**src/sensor_cfg_pkg.sv**
```systemverilog
// constants and types shared by the sensor configuration access logic
package sensor_cfg_pkg;
    // bus target address (7 bits) and command bytes
    localparam logic [6:0] DEV_ADDR = 7'h54;
    localparam logic [7:0] CMD_RD = 8'hA7;
    localparam logic [7:0] CMD_WR = 8'hA6;
    localparam logic [7:0] CMD_STOP = 8'h30;
    // register offsets and reset values
    localparam logic [7:0] REG_RES = 8'h00;
    localparam logic [7:0] REG_PER = 8'h02;
    localparam logic [7:0] RES_RST = 8'h0F;
    localparam logic [7:0] PER_RST = 8'h00;
    // field positions
    localparam int RES_TEMP_LSB = 0;
    localparam int RES_HUM_LSB = 2;
    localparam int PER_RUN_BIT = 7;
    localparam int PER_IVL_LSB = 4;
    // periodic intervals: printed time and derived cycle counts at 40 MHz
    localparam int CLK_KHZ = 40_000;
    localparam int IVL0_MS = 500;
    localparam int IVL1_MS = 1000;
    localparam int IVL2_MS = 2500;
    localparam int IVL0_CYC = IVL0_MS * CLK_KHZ;
    localparam int IVL1_CYC = IVL1_MS * CLK_KHZ;
    localparam int IVL2_CYC = IVL2_MS * CLK_KHZ;
    // bit-level and command-level states
    typedef enum logic [2:0] {ST_IDLE, ST_RX, ST_ACK, ST_TX, ST_TXACK} i2cState_t;
    typedef enum logic [2:0] {SQ_NONE, SQ_CMD, SQ_RA_RD, SQ_RA_WR, SQ_WRDATA, SQ_RDREADY} seq_t;
endpackage

```
**src/cfg_regs.sv**
```systemverilog
// configuration register storage with registered read data
`timescale 1ns/1ps
module cfg_regs
    import sensor_cfg_pkg::*;
(
    // clock and reset
    input wire logic clk,
    input wire logic rst_n,
    // write and read port
    input wire logic wrEn,
    input wire logic [7:0] addr,
    input wire logic [7:0] wrData,
    input wire logic runActive,
    output logic [7:0] rdData_ff,
    // stored fields
    output logic [7:0] resCfg_ff,
    output logic [7:0] perCfg_ff
);
    logic [7:0] nxt_rdData;
    logic [7:0] nxt_resCfg;
    logic [7:0] nxt_perCfg;

    // write decode and read mux; the run bit reads the live run flag
    always_comb begin
        nxt_resCfg = resCfg_ff;
        nxt_perCfg = perCfg_ff;
        if (wrEn && addr == REG_RES) begin
            nxt_resCfg = wrData;
        end else if (wrEn && addr == REG_PER) begin
            nxt_perCfg = wrData & 8'h7F;
        end
        if (addr == REG_RES) begin
            nxt_rdData = resCfg_ff;
        end else if (addr == REG_PER) begin
            nxt_rdData = {runActive, perCfg_ff[6:0]};
        end else begin
            nxt_rdData = 8'h00;
        end
    end

    // defaults restored on every power-up reset
    always_ff @(posedge clk or negedge rst_n) begin
        if (!rst_n) begin
            resCfg_ff <= RES_RST;
            perCfg_ff <= PER_RST;
            rdData_ff <= 8'h00;
        end else begin
            resCfg_ff <= nxt_resCfg;
            perCfg_ff <= nxt_perCfg;
            rdData_ff <= nxt_rdData;
        end
    end
endmodule

```
**src/sensor_cfg_access.sv**
```systemverilog
// bus target for configuration register access and periodic run control
// Operation
// - power-up reset restores every configuration register default
// - answer 7-bit address plus direction; ack address, command, address, data
// - address with write bit wakes device for the following command
// - command 0xA7 after address-write starts a register read
// - address with read bit makes device send the selected register
// - command 0xA6 after address-write starts a register write
// - following data byte is stored into the addressed register
// - measurement_resolution_config bits 1:0 select temperature resolution 8/10/12/14
// - measurement_resolution_config bits 3:2 select humidity resolution, same encoding
// - writing one to periodic_measurement_config bit 7 starts periodic measurement
// - periodic_measurement_config bit 7 reads zero while periodic mode inactive
// - periodic_measurement_config bits 5:4 set interval 0.5 s, 1 s, 2.5 s
// - while running only stop command 0x30 accepted; it returns to sleep
`timescale 1ns/1ps
module sensor_cfg_access
    import sensor_cfg_pkg::*;
#(
    parameter int IVL_CYC_0 = IVL0_CYC,
    parameter int IVL_CYC_1 = IVL1_CYC,
    parameter int IVL_CYC_2 = IVL2_CYC
) (
    // clock and reset
    input wire logic clk,
    input wire logic rst_n,
    // bus pins
    input wire logic scl,
    input wire logic sdaIn,
    output logic sdaOut,
    output logic sdaOe_n,
    // configuration and status
    output logic [1:0] tempRes,
    output logic [1:0] humRes,
    output logic periodicOn,
    output logic measTick,
    output logic awake
);
    logic sclMeta_ff, sclSync_ff, sclDly_ff;
    logic sdaMeta_ff, sdaSync_ff, sdaDly_ff;
    logic sclRise, sclFall, startCond, stopCond;
    i2cState_t state_ff, nxt_state;
    seq_t seq_ff, nxt_seq;
    logic addrByte_ff, nxt_addrByte;
    logic [3:0] bitCnt_ff, nxt_bitCnt;
    logic [7:0] shift_ff, nxt_shift;
    logic acked_ff, nxt_acked;
    logic goTx_ff, nxt_goTx;
    logic [7:0] regAddr_ff, nxt_regAddr;
    logic wrEn_ff, nxt_wrEn;
    logic [7:0] wrData_ff, nxt_wrData;
    logic sdaOeN_ff, nxt_sdaOeN;
    logic periodicOn_ff, nxt_periodicOn;
    logic awake_ff, nxt_awake;
    logic [26:0] cnt_ff, nxt_cnt;
    logic measTick_ff, nxt_measTick;
    logic [26:0] ivlLimit;
    logic [7:0] rdData;
    logic [7:0] resCfg;
    logic [7:0] perCfg;
    logic byteDone;

    // two-stage synchronisers plus one delay stage for edge detection
    always_ff @(posedge clk or negedge rst_n) begin
        if (!rst_n) begin
            sclMeta_ff <= 1'b1;
            sclSync_ff <= 1'b1;
            sclDly_ff <= 1'b1;
            sdaMeta_ff <= 1'b1;
            sdaSync_ff <= 1'b1;
            sdaDly_ff <= 1'b1;
        end else begin
            sclMeta_ff <= scl;
            sclSync_ff <= sclMeta_ff;
            sclDly_ff <= sclSync_ff;
            sdaMeta_ff <= sdaIn;
            sdaSync_ff <= sdaMeta_ff;
            sdaDly_ff <= sdaSync_ff;
        end
    end

    // bus events
    assign sclRise = sclSync_ff && !sclDly_ff;
    assign sclFall = !sclSync_ff && sclDly_ff;
    assign startCond = sclSync_ff && sclDly_ff && sdaDly_ff && !sdaSync_ff;
    assign stopCond = sclSync_ff && sclDly_ff && !sdaDly_ff && sdaSync_ff;
    assign byteDone = state_ff == ST_RX && sclFall && bitCnt_ff == 4'h8;

    // register storage
    cfg_regs u_regs (
        .clk(clk),
        .rst_n(rst_n),
        .wrEn(wrEn_ff),
        .addr(regAddr_ff),
        .wrData(wrData_ff),
        .runActive(periodicOn_ff),
        .rdData_ff(rdData),
        .resCfg_ff(resCfg),
        .perCfg_ff(perCfg)
    );

    // bit engine and command sequencer
    always_comb begin
        nxt_state = state_ff;
        nxt_seq = seq_ff;
        nxt_addrByte = addrByte_ff;
        nxt_bitCnt = bitCnt_ff;
        nxt_shift = shift_ff;
        nxt_acked = acked_ff;
        nxt_goTx = goTx_ff;
        nxt_regAddr = regAddr_ff;
        nxt_wrEn = 1'b0;
        nxt_wrData = wrData_ff;
        nxt_sdaOeN = sdaOeN_ff;
        nxt_periodicOn = periodicOn_ff;
        nxt_awake = awake_ff;
        if (stopCond) begin
            nxt_state = ST_IDLE;
            nxt_seq = SQ_NONE;
            nxt_sdaOeN = 1'b1;
            nxt_awake = 1'b0;
        end else if (startCond) begin
            // repeated start keeps the command sequence
            nxt_state = ST_RX;
            nxt_addrByte = 1'b1;
            nxt_bitCnt = 4'h0;
            nxt_sdaOeN = 1'b1;
        end else begin
            case (state_ff)
                ST_RX: begin
                    if (sclRise && bitCnt_ff != 4'h8) begin
                        nxt_shift = {shift_ff[6:0], sdaSync_ff};
                        nxt_bitCnt = 4'(bitCnt_ff + 4'h1);
                    end else if (byteDone) begin
                        nxt_state = ST_ACK;
                        nxt_acked = 1'b1;
                        nxt_goTx = 1'b0;
                        nxt_addrByte = 1'b0;
                        if (addrByte_ff) begin
                            if (shift_ff[7:1] != DEV_ADDR) begin
                                nxt_acked = 1'b0;
                            end else if (!shift_ff[0]) begin
                                nxt_awake = 1'b1;
                                nxt_seq = SQ_CMD;
                            end else if (seq_ff == SQ_RDREADY) begin
                                nxt_goTx = 1'b1;
                                nxt_seq = SQ_NONE;
                            end else begin
                                nxt_acked = 1'b0;
                            end
                        end else begin
                            case (seq_ff)
                                SQ_CMD: begin
                                    nxt_seq = SQ_NONE;
                                    if (periodicOn_ff) begin
                                        if (shift_ff == CMD_STOP) begin
                                            nxt_periodicOn = 1'b0;
                                        end else begin
                                            nxt_acked = 1'b0;
                                        end
                                    end else if (shift_ff == CMD_RD) begin
                                        nxt_seq = SQ_RA_RD;
                                    end else if (shift_ff == CMD_WR) begin
                                        nxt_seq = SQ_RA_WR;
                                    end
                                end
                                SQ_RA_RD: begin
                                    nxt_regAddr = shift_ff;
                                    nxt_seq = SQ_RDREADY;
                                end
                                SQ_RA_WR: begin
                                    nxt_regAddr = shift_ff;
                                    nxt_seq = SQ_WRDATA;
                                end
                                SQ_WRDATA: begin
                                    nxt_wrEn = 1'b1;
                                    nxt_wrData = shift_ff;
                                    nxt_seq = SQ_NONE;
                                    if (regAddr_ff == REG_PER && shift_ff[PER_RUN_BIT]) begin
                                        nxt_periodicOn = 1'b1;
                                    end
                                end
                                default: begin
                                    nxt_seq = seq_ff;
                                end
                            endcase
                        end
                        nxt_sdaOeN = !nxt_acked;
                    end
                end
                ST_ACK: begin
                    if (sclFall) begin
                        nxt_bitCnt = 4'h0;
                        nxt_sdaOeN = 1'b1;
                        if (!acked_ff) begin
                            nxt_state = ST_IDLE;
                        end else if (goTx_ff) begin
                            nxt_state = ST_TX;
                            nxt_shift = rdData;
                            nxt_sdaOeN = rdData[7];
                            nxt_bitCnt = 4'h1;
                        end else begin
                            nxt_state = ST_RX;
                        end
                    end
                end
                ST_TX: begin
                    if (sclFall) begin
                        if (bitCnt_ff == 4'h8) begin
                            nxt_sdaOeN = 1'b1;
                            nxt_state = ST_TXACK;
                        end else begin
                            nxt_shift = {shift_ff[6:0], 1'b0};
                            nxt_sdaOeN = shift_ff[6];
                            nxt_bitCnt = 4'(bitCnt_ff + 4'h1);
                        end
                    end
                end
                ST_TXACK: begin
                    // one byte per read; host nack then stop
                    if (sclRise) begin
                        nxt_state = ST_IDLE;
                    end
                end
                default: begin
                    nxt_state = ST_IDLE;
                end
            endcase
        end
    end

    always_ff @(posedge clk or negedge rst_n) begin
        if (!rst_n) begin
            state_ff <= ST_IDLE;
            seq_ff <= SQ_NONE;
            addrByte_ff <= 1'b0;
            bitCnt_ff <= 4'h0;
            shift_ff <= 8'h00;
            acked_ff <= 1'b0;
            goTx_ff <= 1'b0;
            regAddr_ff <= 8'h00;
            wrEn_ff <= 1'b0;
            wrData_ff <= 8'h00;
            sdaOeN_ff <= 1'b1;
            periodicOn_ff <= 1'b0;
            awake_ff <= 1'b0;
        end else begin
            state_ff <= nxt_state;
            seq_ff <= nxt_seq;
            addrByte_ff <= nxt_addrByte;
            bitCnt_ff <= nxt_bitCnt;
            shift_ff <= nxt_shift;
            acked_ff <= nxt_acked;
            goTx_ff <= nxt_goTx;
            regAddr_ff <= nxt_regAddr;
            wrEn_ff <= nxt_wrEn;
            wrData_ff <= nxt_wrData;
            sdaOeN_ff <= nxt_sdaOeN;
            periodicOn_ff <= nxt_periodicOn;
            awake_ff <= nxt_awake;
        end
    end

    // interval select; reserved code runs at the slowest rate
    always_comb begin
        case (perCfg[PER_IVL_LSB +: 2])
            2'b00: ivlLimit = 27'(IVL_CYC_0);
            2'b01: ivlLimit = 27'(IVL_CYC_1);
            default: ivlLimit = 27'(IVL_CYC_2);
        endcase
        nxt_cnt = 27'h0;
        nxt_measTick = 1'b0;
        if (periodicOn_ff) begin
            if (cnt_ff >= 27'(ivlLimit - 27'h1)) begin
                nxt_measTick = 1'b1;
            end else begin
                nxt_cnt = 27'(cnt_ff + 27'h1);
            end
        end
    end

    always_ff @(posedge clk or negedge rst_n) begin
        if (!rst_n) begin
            cnt_ff <= 27'h0;
            measTick_ff <= 1'b0;
        end else begin
            cnt_ff <= nxt_cnt;
            measTick_ff <= nxt_measTick;
        end
    end

    // outputs
    assign sdaOut = 1'b0;
    assign sdaOe_n = sdaOeN_ff;
    assign tempRes = resCfg[RES_TEMP_LSB +: 2];
    assign humRes = resCfg[RES_HUM_LSB +: 2];
    assign periodicOn = periodicOn_ff;
    assign measTick = measTick_ff;
    assign awake = awake_ff;
endmodule

```
**config.mk**
```make
export PLATFORM = sky130hd
export DESIGN_NAME = sensor_cfg_access
export DESIGN_NICKNAME = d
export VERILOG_FILES = /design/src/sensor_cfg_pkg.sv /design/src/cfg_regs.sv /design/src/sensor_cfg_access.sv
export SDC_FILE = /design/constraint.sdc
export NUM_CORES = 1
export LEC_CHECK = 0
export BUFFER_PORTS_ARGS = -buffer_cell sky130_fd_sc_hd__buf_2
export CAP_MARGIN = 20
export CELL_PAD_IN_SITES_DETAIL_PLACEMENT = 0
export CELL_PAD_IN_SITES_GLOBAL_PLACEMENT = 1
export CORE_ASPECT_RATIO = 1.25
export CORE_UTILIZATION = 44
export DETAILED_ROUTE_END_ITERATION = 6
export GPL_TIMING_DRIVEN = 0
export PLACE_DENSITY = 0.85
export SYNTH_ARGS = -nofsm -noshare
export SYNTH_HDL_FRONTEND = slang
export SYNTH_SLANG_ARGS = --single-unit
```
**constraint.sdc**
```tcl
create_clock -name clk -period 2.35 [get_ports clk]
set_input_delay 0.47 -clock clk [delete_from_list [all_inputs] [get_ports clk]]
set_output_delay 0.47 -clock clk [all_outputs]
set_load 0.005 [all_outputs]
```
## Word-level counts from Yosys, hierarchy flattened

Index checks and enable logic that the tools add are counted.

| cells by class | value |
|---|---|
| bitwise operators | 5 |
| reduce and logical (&&, ||, !) cells | 43 |
| multiplexer cells | 94 |
| $lt $le $gt $ge | 1 |
| add/sub/neg operators | 3 |
| equality and inequality tests | 41 |

Operator list:

| kind | number |
|---|---|
| 8-bit 2-to-1 mux | 8 |
| 27-bit 2-to-1 mux | 2 |
| 27-bit one-hot mux with 2 select lines | 1 |
| 3-bit 2-to-1 mux | 17 |
| 1-bit 2-to-1 mux | 50 |
| 4-bit inequality test (second input constant) | 7 |
| 7-bit AND reduction | 4 |
| 27-bit by 1-bit adder with 27-bit output (second input constant) | 1 |
| 27-bit >= comparator | 1 |
| 27-bit by 1-bit subtractor with 27-bit output (second input constant) | 1 |
| 3-bit one-hot mux with 4 select lines | 2 |
| 8-bit one-hot mux with 3 select lines | 1 |
| 4-bit 2-to-1 mux | 5 |
| 2-bit inequality test (second input constant) | 10 |
| 8-bit equality test (second input constant) | 2 |
| 1-bit logical AND | 13 |
| 3-bit by 2-bit equality test with 1-bit output (second input constant) | 4 |
| 3-bit inequality test (second input constant) | 4 |
| 4-bit one-hot mux with 3 select lines | 1 |
| 6-bit AND reduction | 2 |
| 2-bit nonzero test | 6 |
| 2-bit 2-to-1 mux | 5 |
| 5-bit AND reduction | 2 |
| 3-bit equality test (second input constant) | 3 |
| 25 further kinds | 35 |

| word-level totals | value |
|---|---|
| register bits after elaboration | 98 |
| bits of input ports | 4 |
| logic and storage cells | 211 |

## Depth between registers and ports, before layout

Gate-level depths: netlist (run 1).

| logic depth | value |
|---|---|
| word-level depth | 16 |
| mapped depth | 10 |

## Modules after synthesis

A second synthesis (run 1) with hierarchy kept.

| second synthesis, totals | value |
|---|---|
| cells, all modules | 489 |
| area, all modules | 5137.4 um2 |

Modules (own cells, without submodules):

| module | cells each | area an instance (um2) | times used |
|---|---|---|---|
| sensor_cfg_access | 426 | 4195.3 | 1 |
| cfg_regs | 63 | 942.2 | 1 |

## Least setup slack after synthesis (run 1)

OpenSTA, ideal clock, no wires.

| path | value |
|---|---|
| path type | flip-flop to flip-flop |
| start | register u_regs.perCfg_ff[5] |
| end | register cnt_ff[10] |
| setup time | 0.136 ns |
| setup slack | 0.065 ns |
| cell stages (with the launch flop) | 11 |
| required time | 2.214 ns |
| period minus slack after synthesis | 2.285 ns |
| arrival time | 2.149 ns |
| path through | dfrtp_1 inv_1 nand2_1 ha_1 nand3_1 or4_1 a21oi_1 o311a_1 buf_2 buf_4 nor3_1 |

| on the way | value |
|---|---|
| word-level cells in the longest chain between the ends | 6 |
| elaborated cells on any way between the ends | 7 |
| those cells by class | add/sub: 1; order compare: 1; eq/ne: 1; mux: 3; reduce/logical: 1 |

Ends and longest elaborated chain:

| element | line | RTL |
|---|---|---|
| start, declared | cfg_regs.sv:17 | `output logic [7:0] perCfg_ff` |
| start signal, assigned | cfg_regs.sv:49 | `perCfg_ff <= nxt_perCfg;` |
| 2-bit by 1-bit equality test with 1-bit output or 2-bit zero test (tied branches) | sensor_cfg_access.sv:266 | `case (perCfg[PER_IVL_LSB +: 2])` |
| 27-bit one-hot mux with 2 select lines (*) | sensor_cfg_access.sv:266 |  |
| 27-bit by 1-bit subtractor with 27-bit output (*) | sensor_cfg_access.sv:274 | `if (cnt_ff >= 27'(ivlLimit - 27'h1)) begin` |
| 27-bit >= comparator (*) | sensor_cfg_access.sv:274 |  |
| 27-bit 2-to-1 mux (*) | sensor_cfg_access.sv:274 |  |
| 27-bit 2-to-1 mux (*) | sensor_cfg_access.sv:273 | `if (periodicOn_ff) begin` |
| net nxt_cnt[10] | sensor_cfg_access.sv:55 | `logic [26:0] cnt_ff, nxt_cnt;` |
| end signal, assigned | sensor_cfg_access.sv:287 | `cnt_ff <= nxt_cnt;` |
| end, declared | sensor_cfg_access.sv:55 |  |

Mark *: on every way through the listed nets, which the timed path passes. The rest lies on a longest branch.
A chain may end at the register's enable or synchronous reset.

## Final worst setup path (run 1)

| path | value |
|---|---|
| start | register u_regs.perCfg_ff[4] |
| end | register cnt_ff[17] |

The elaborated chain is that of the path after synthesis.

==> results of run 1 <==
logic make-up after synthesis:
| group | count (synthesis) | synth area share |
|---|---|---|
| muxes | 42 | 0.0968 |
| AOI/OAI and AO/OA | 68 | 0.0874 |
| xor gates and xnor gates | 26 | 0.0448 |
| DFF | 98 | 0.485 |
| adders and majority gates | 21 | 0.0517 |
| other | 2 | 0.00148 |
| buffers and inverters | 33 | 0.0345 |
| and+or+nand+nor | 173 | 0.198 |
synthesized netlist by cell type, drive strengths merged, types with 2 or more instances:
cell type | count | area (um2)
nor2 | 26 | 97.6
nor4 | 3 | 31.3
o31ai | 2 | 15.0
or2 | 2 | 12.5
xor2 | 20 | 175
nor3 | 35 | 175
nor4b | 4 | 50.1
and4b | 2 | 20.0
ha | 21 | 263
dfstp | 11 | 289
and3 | 5 | 31.3
or4b | 3 | 30.0
dfrtp | 87 | 2180
xnor2 | 6 | 52.6
nor2b | 5 | 31.3
and3b | 2 | 17.5
buf | 12 | 96.3
and2 | 2 | 12.5
a211oi | 3 | 27.5
conb | 2 | 7.51
nand2 | 26 | 100
nand2b | 6 | 52.6
nor4bb | 3 | 30.0
mux2 | 33 | 402
or3 | 5 | 31.3
o2bb2ai | 2 | 17.5
o21a | 2 | 15.0
nor3b | 3 | 22.5
o21ai | 11 | 55.1
inv | 12 | 45.0
or4 | 5 | 41.3
nand4 | 12 | 75.1
mux2i | 9 | 90.1
a21oi | 26 | 130
and4 | 3 | 26.3
a21o | 2 | 15.0
a22o | 8 | 70.1
nand3b | 3 | 22.5
clkbuf | 9 | 33.8
nand3 | 17 | 85.1
critical path: stages (launching register included):
cell and delay [ns]:
dfrtp_2 0.46, nor2_4 0.15, inv_2 0.05, ha_4 0.28, nand3_4 0.08, or4_4 0.48, a21oi_2 0.18, o311a_1 0.18
buf_6 0.16, clkbuf_16 0.17, nor3_2 0.05
cell usage in the layout (no fill, tap or decap), drive strengths merged, types with 20 or more instances in the layout:
cell / Yosys / final
a21oi: 26 / 26
buf: 12 / 40
clkbuf: 9 / 22
dfrtp: 87 / 87
ha: 21 / 21
mux2: 33 / 33
nand2: 26 / 26
nor2: 26 / 26
nor3: 35 / 35
xor2: 20 / 20
report_power, final:
part | leakage [nW] | switching, mW | internal, mW
sequential | 1.30 | 0.184 | 1.79
combinational | 1.20 | 0.170 | 0.157
clock | 0.131 | 0.622 | 0.774
final timing paths:
kind | end
setup / recovery | cnt_ff[17]$_DFF_PN0_
hold / removal | wrData_ff[1]$_DFFE_PN0P_
setup reg to reg | cnt_ff[17]$_DFF_PN0_
hold reg to reg | sclSync_ff$_DFF_PN1_
max in group asynchronous | u_regs.resCfg_ff[0]$_DFFE_PN1P_
min in group clk | sclMeta_ff$_DFF_PN1_
through the flow:
stage | area (um2) | instances | utilization
final | 6000 | 645 | 0.536
after global routing | 6000 | 645 | 0.536
after CTS | 5770 | 638 | 0.515
after detailed placement | 5340 | 612 | 0.477
after global placement | 5310 | 611 | 0.475
after floorplan | 5090 | 465 | -
final cells by class:
class | instances | area, um2
timing repair buffer | 31 | 263
clock inverter | 4 | 27.5
multi-input combinational | 334 | 2610
tap | 135 | 169
sequential | 98 | 2470
inverter | 12 | 47.5
clock buffer | 12 | 256
buffer | 19 | 151
fill | 956 | 5190
state kept, by name, indices dropped and copies added, names as in the netlist, 3 cells and up:
register          cells
wrData_ff             8
seq_ff                3
state_ff              3
u_regs.rdData_ff      8
regAddr_ff            8
u_regs.perCfg_ff      7
cnt_ff               27
bitCnt_ff             4
shift_ff              8
u_regs.resCfg_ff      8
metal layers:
| layer | wire length (um) | vias to the layer above |
|---|---|---|
| li1 | - | 1769 |
| met1 | 4750 | 1779 |
| met2 | 5630 | 61 |
| met3 | 312 | 14 |
| met4 | 171 | 0 |
| met5 | 0 | - |
repair_timing:
item	in CTS	in global routing
endpoints found under the setup margin	58	56
resized for setup	22	28
pin swaps	2	7
hold buffers	0	0
gates cloned	0	2
buffers inserted	10	7
==> metrics.txt, run 1 <==
detailed-route wire length 10900 um; CTS tree built; ANT cells 0; Slew Viols, Final 0; num rows 43; Max-Cap Viols 0; CP Launch Type flop; largest net degree at the start of global routing 74; number of nets in the layout 530; Critical Path Sink Type flop; Power Density 617 nW/um2; hpwl dp 7300 um; M2 GR Usage 0.338; relative slew slack 0.403; Num CTS Buffers 9; Tot Pwr 3.70 mW; crit path from u_regs.perCfg_ff[4]$_DFFE_PN0P_; met3 Usage GRT 0.0402; Placer Congestion 0.834; initial antenna violation count 0; Clk Latency, worst-skew pair 0.35 ns; R2R cell count 10; drt pass-1 iters 7; Die Y 122 um; DIE AREA 12000 um2; die width 98.1 um; flop2flop setup slack -0.004 ns; Hold Slack 0.0365 ns; crit path time final 2.35 ns; Fmax 425 MHz; number of flops mapped to enable cells by yosys 0; PortBufs 11; outcome finished, violations left; DR iter-0 viols 151; IO Count 13; initial core utilization 0.454; worst path arrival time 2.58 ns; setup violators final 2; Req. time, crit path 2.58 ns; Static Leak 2.63 nW; CORE AREA 11200 um2; yosys warns 0; vias in the first global route 3683; asr flop ratio synth 1.00; total track usage 0.191; R2R Path Start u_regs.perCfg_ff[4]$_DFFE_PN0P_; failing checks design-rule violations, negative setup slack; H-tree Lvls 3; GR Layer Usage met1 0.229; CP max FO 8; synthesized cell area 5080 um2; flops & latches, synth 98; number of remaining DRC errors 1; Top FF cell, synth dfrtp_1; first-pass GRT wire length 18000 um; final clock skew 0.00964 ns; GRT busiest layer met2; post-route antenna net violation count 0; grt total ovfl 0; worst hold path class primary input to async pin; clock sinks 98; Crit Path Category flop to flop; Synth cell types 66; fin crit share 1.00; clk buf depth 2; Peak VDD IR 0.000338 V; drt wl/cell 16.8 um; Final Hold Fails 0; clock root buffer clkbuf_16; post-synthesis sequential area ratio 0.485; RSZ-0062 raised after global routing true; Mean Syn Cell Area 11.0 um2; slew of the pin with the lowest slew margin 0.888 ns; via count 3623; dpl ws -0.589 ns; layout cells sized above 1 0.288; Via density 5.62; setup ws final -0.00397 ns; P&R area growth vs syn 18.0%; Post-Synthesis Cells 463; post-route setup TNS -0.00640 ns; Clock transition at path regs 0.06 ns
(Power assumes the default switching activity.)
==> run 2: changes to the inputs <==
Settings changed: PLACE_DENSITY 0.85 to unset, PLACE_DENSITY_LB_ADDON set to 0.2.
==> metrics.txt, run 2 (synthesis results as in run 1) <==
commonest non-fill, non-tap cell in the layout dfrtp_1; Max-Cap Viols 0; die width 98.1 um; Placer Congestion 0.831; post-route antenna net violation count 0; Comb power frac 0.089; final clock skew 0.00714 ns; max FFs per register 27; Pint 2.80 mW; Fmax 417 MHz; drt pass-1 iters 6; Final Hold Fails 0; clock sinks 98; Final Instance Area 6070 um2; via count 3722; H-tree Lvls 3; Static Leak 2.72 nW; CP max FO 5; outcome finished, violations left; Clock transition at path regs 0.07 ns; number of remaining DRC errors 2; largest net degree at the start of global routing 67; register with the most flip-flops cnt_ff; number of nets in the layout 532; Clk Latency, worst-skew pair 0.35 ns; failing checks design-rule violations, negative setup slack; number of fillers in the final layout 996; Crit Path Category flop to flop; Hold Slack 0.0704 ns; num rows 43; Via density 5.75; CP Launch Type flop; most frequent cells in the layout 85 x dfrtp_1, 25 x nor2_1, 24 x a21oi_1, 24 x buf_4, 24 x mux2_2; ANT cells 0; worst hold path class primary input to async pin; worst path arrival time 2.63 ns; initial antenna violation count 0; setup ws final -0.0476 ns; crit path time final 2.40 ns; PortBufs 11; drt wl/cell 17.9 um; Post-CTS Hold Fix Bufs 0; detailed-route wire length 11600 um; layout cells sized above 1 0.297; clock root buffer clkbuf_16; Die Y 122 um; setup violators final 25; Net Sw Frac 0.271; relative slew slack 0.312; hpwl dp 7670 um; fin crit share 1.02; Sw Pwr 1.04 mW; CORE AREA 11200 um2; Power Density 633 nW/um2; Peak VDD IR 0.000328 V; placed inst area 5340 um2; IO Count 13; RSZ-0062 raised after global routing true; slew of the pin with the lowest slew margin 1.03 ns; Clock Power Share 0.398; P&R area growth vs syn 19.4%; total track usage 0.206; Critical Path Sink Type flop; DR iter-0 viols 156; initial core utilization 0.454; DIE AREA 12000 um2; Slew Viols, Final 0; clk buf depth 2; CTS tree built; first-pass GRT wire length 19200 um; Req. time, crit path 2.58 ns; Sequential Power Share 0.514; Num CTS Buffers 9; vias in the first global route 3770; grt total ovfl 0
run 2: path summary, 6_finish.rpt:
path                                              endpoint  slack (ns)                             from  cells past startpoint
setup / recovery                      cnt_ff[18]$_DFF_PN0_       -0.05  u_regs.perCfg_ff[5]$_DFFE_PN0P_                     10
hold / removal                   regAddr_ff[2]$_DFFE_PN0P_        0.07                            rst_n                      1
setup reg to reg                      cnt_ff[18]$_DFF_PN0_       -0.05  u_regs.perCfg_ff[5]$_DFFE_PN0P_                     10
hold reg to reg                       sclSync_ff$_DFF_PN1_        0.36             sclMeta_ff$_DFF_PN1_                      0
max in group asynchronous  u_regs.resCfg_ff[3]$_DFFE_PN1P_        1.58                            rst_n                      2
min in group clk                      sdaMeta_ff$_DFF_PN1_        0.22                            sdaIn                      1
run 2: timing repair:
action                                 in CTS  in global routing
gates resized for setup                    20                 40
pin swaps                                   3                 19
cloned                                      0                  3
setup endpoints to repair                  66                 46
endpoints found under the hold margin       0                  0
buffers inserted                            9                  8
run 2: stage by stage:
step / utilization / instances / TNS (ns) / total power, mW / worst slack, ns
6_report: 0.542 / 647 / -0.788 / 3.84 / -0.0476
5_1_grt: 0.542 / 647 / -2.84 / 4.02 / -0.129
4_1_cts: 0.516 / 637 / 0 / 3.88 / 0.0000111
3_5_place_dp: 0.477 / 612 / -18.05 / 2.33 / -0.730
3_3_place_gp: 0.475 / 611 / -31.34 / 2.30 / -0.656
2_1_floorplan: - / 465 / 0 / 2.15 / 0.0652
run 2: cell type report:
class | count | area (um2) | share of cell area
buffer | 20 | 160 | 0.0264
inverter | 12 | 47.5 | 0.00784
timing repair buffer | 32 | 268 | 0.0441
multi-input combinational | 334 | 2650 | 0.436
clock buffer | 9 | 225 | 0.0371
tap | 135 | 169 | 0.0278
sequential | 98 | 2470 | 0.407
clock inverter | 7 | 83.8 | 0.0138
run 2: worst max-delay path, stage by stage (launching register included):
cell	delay, ns
dfrtp_2	0.47
nor2_4	0.15
inv_2	0.06
ha_4	0.27
nand3_2	0.08
or4_4	0.53
a21oi_2	0.16
o311a_1	0.22
buf_6	0.16
clkbuf_16	0.16
nor3_1	0.05
run 2: power groups by stage:
| stage | clock network [mW] | registers, mW | logic (mW) |
|---|---|---|---|
| after floorplan | 0 | 1.92 | 0.229 |
| after global placement | 0 | 2.00 | 0.303 |
| after global routing | 1.63 | 2.00 | 0.394 |
| after detailed placement | 0 | 2.00 | 0.323 |
| final | 1.53 | 1.97 | 0.340 |
| after CTS | 1.57 | 1.97 | 0.337 |
run 2: layer usage:
metal  vias up  share of wire  global-route usage
met5         -              0                   0
met4         0          0.020              0.0701
met3        19          0.025              0.0402
met2        46           0.53               0.364
met1      1884           0.43               0.251
li1       1773              -                   -
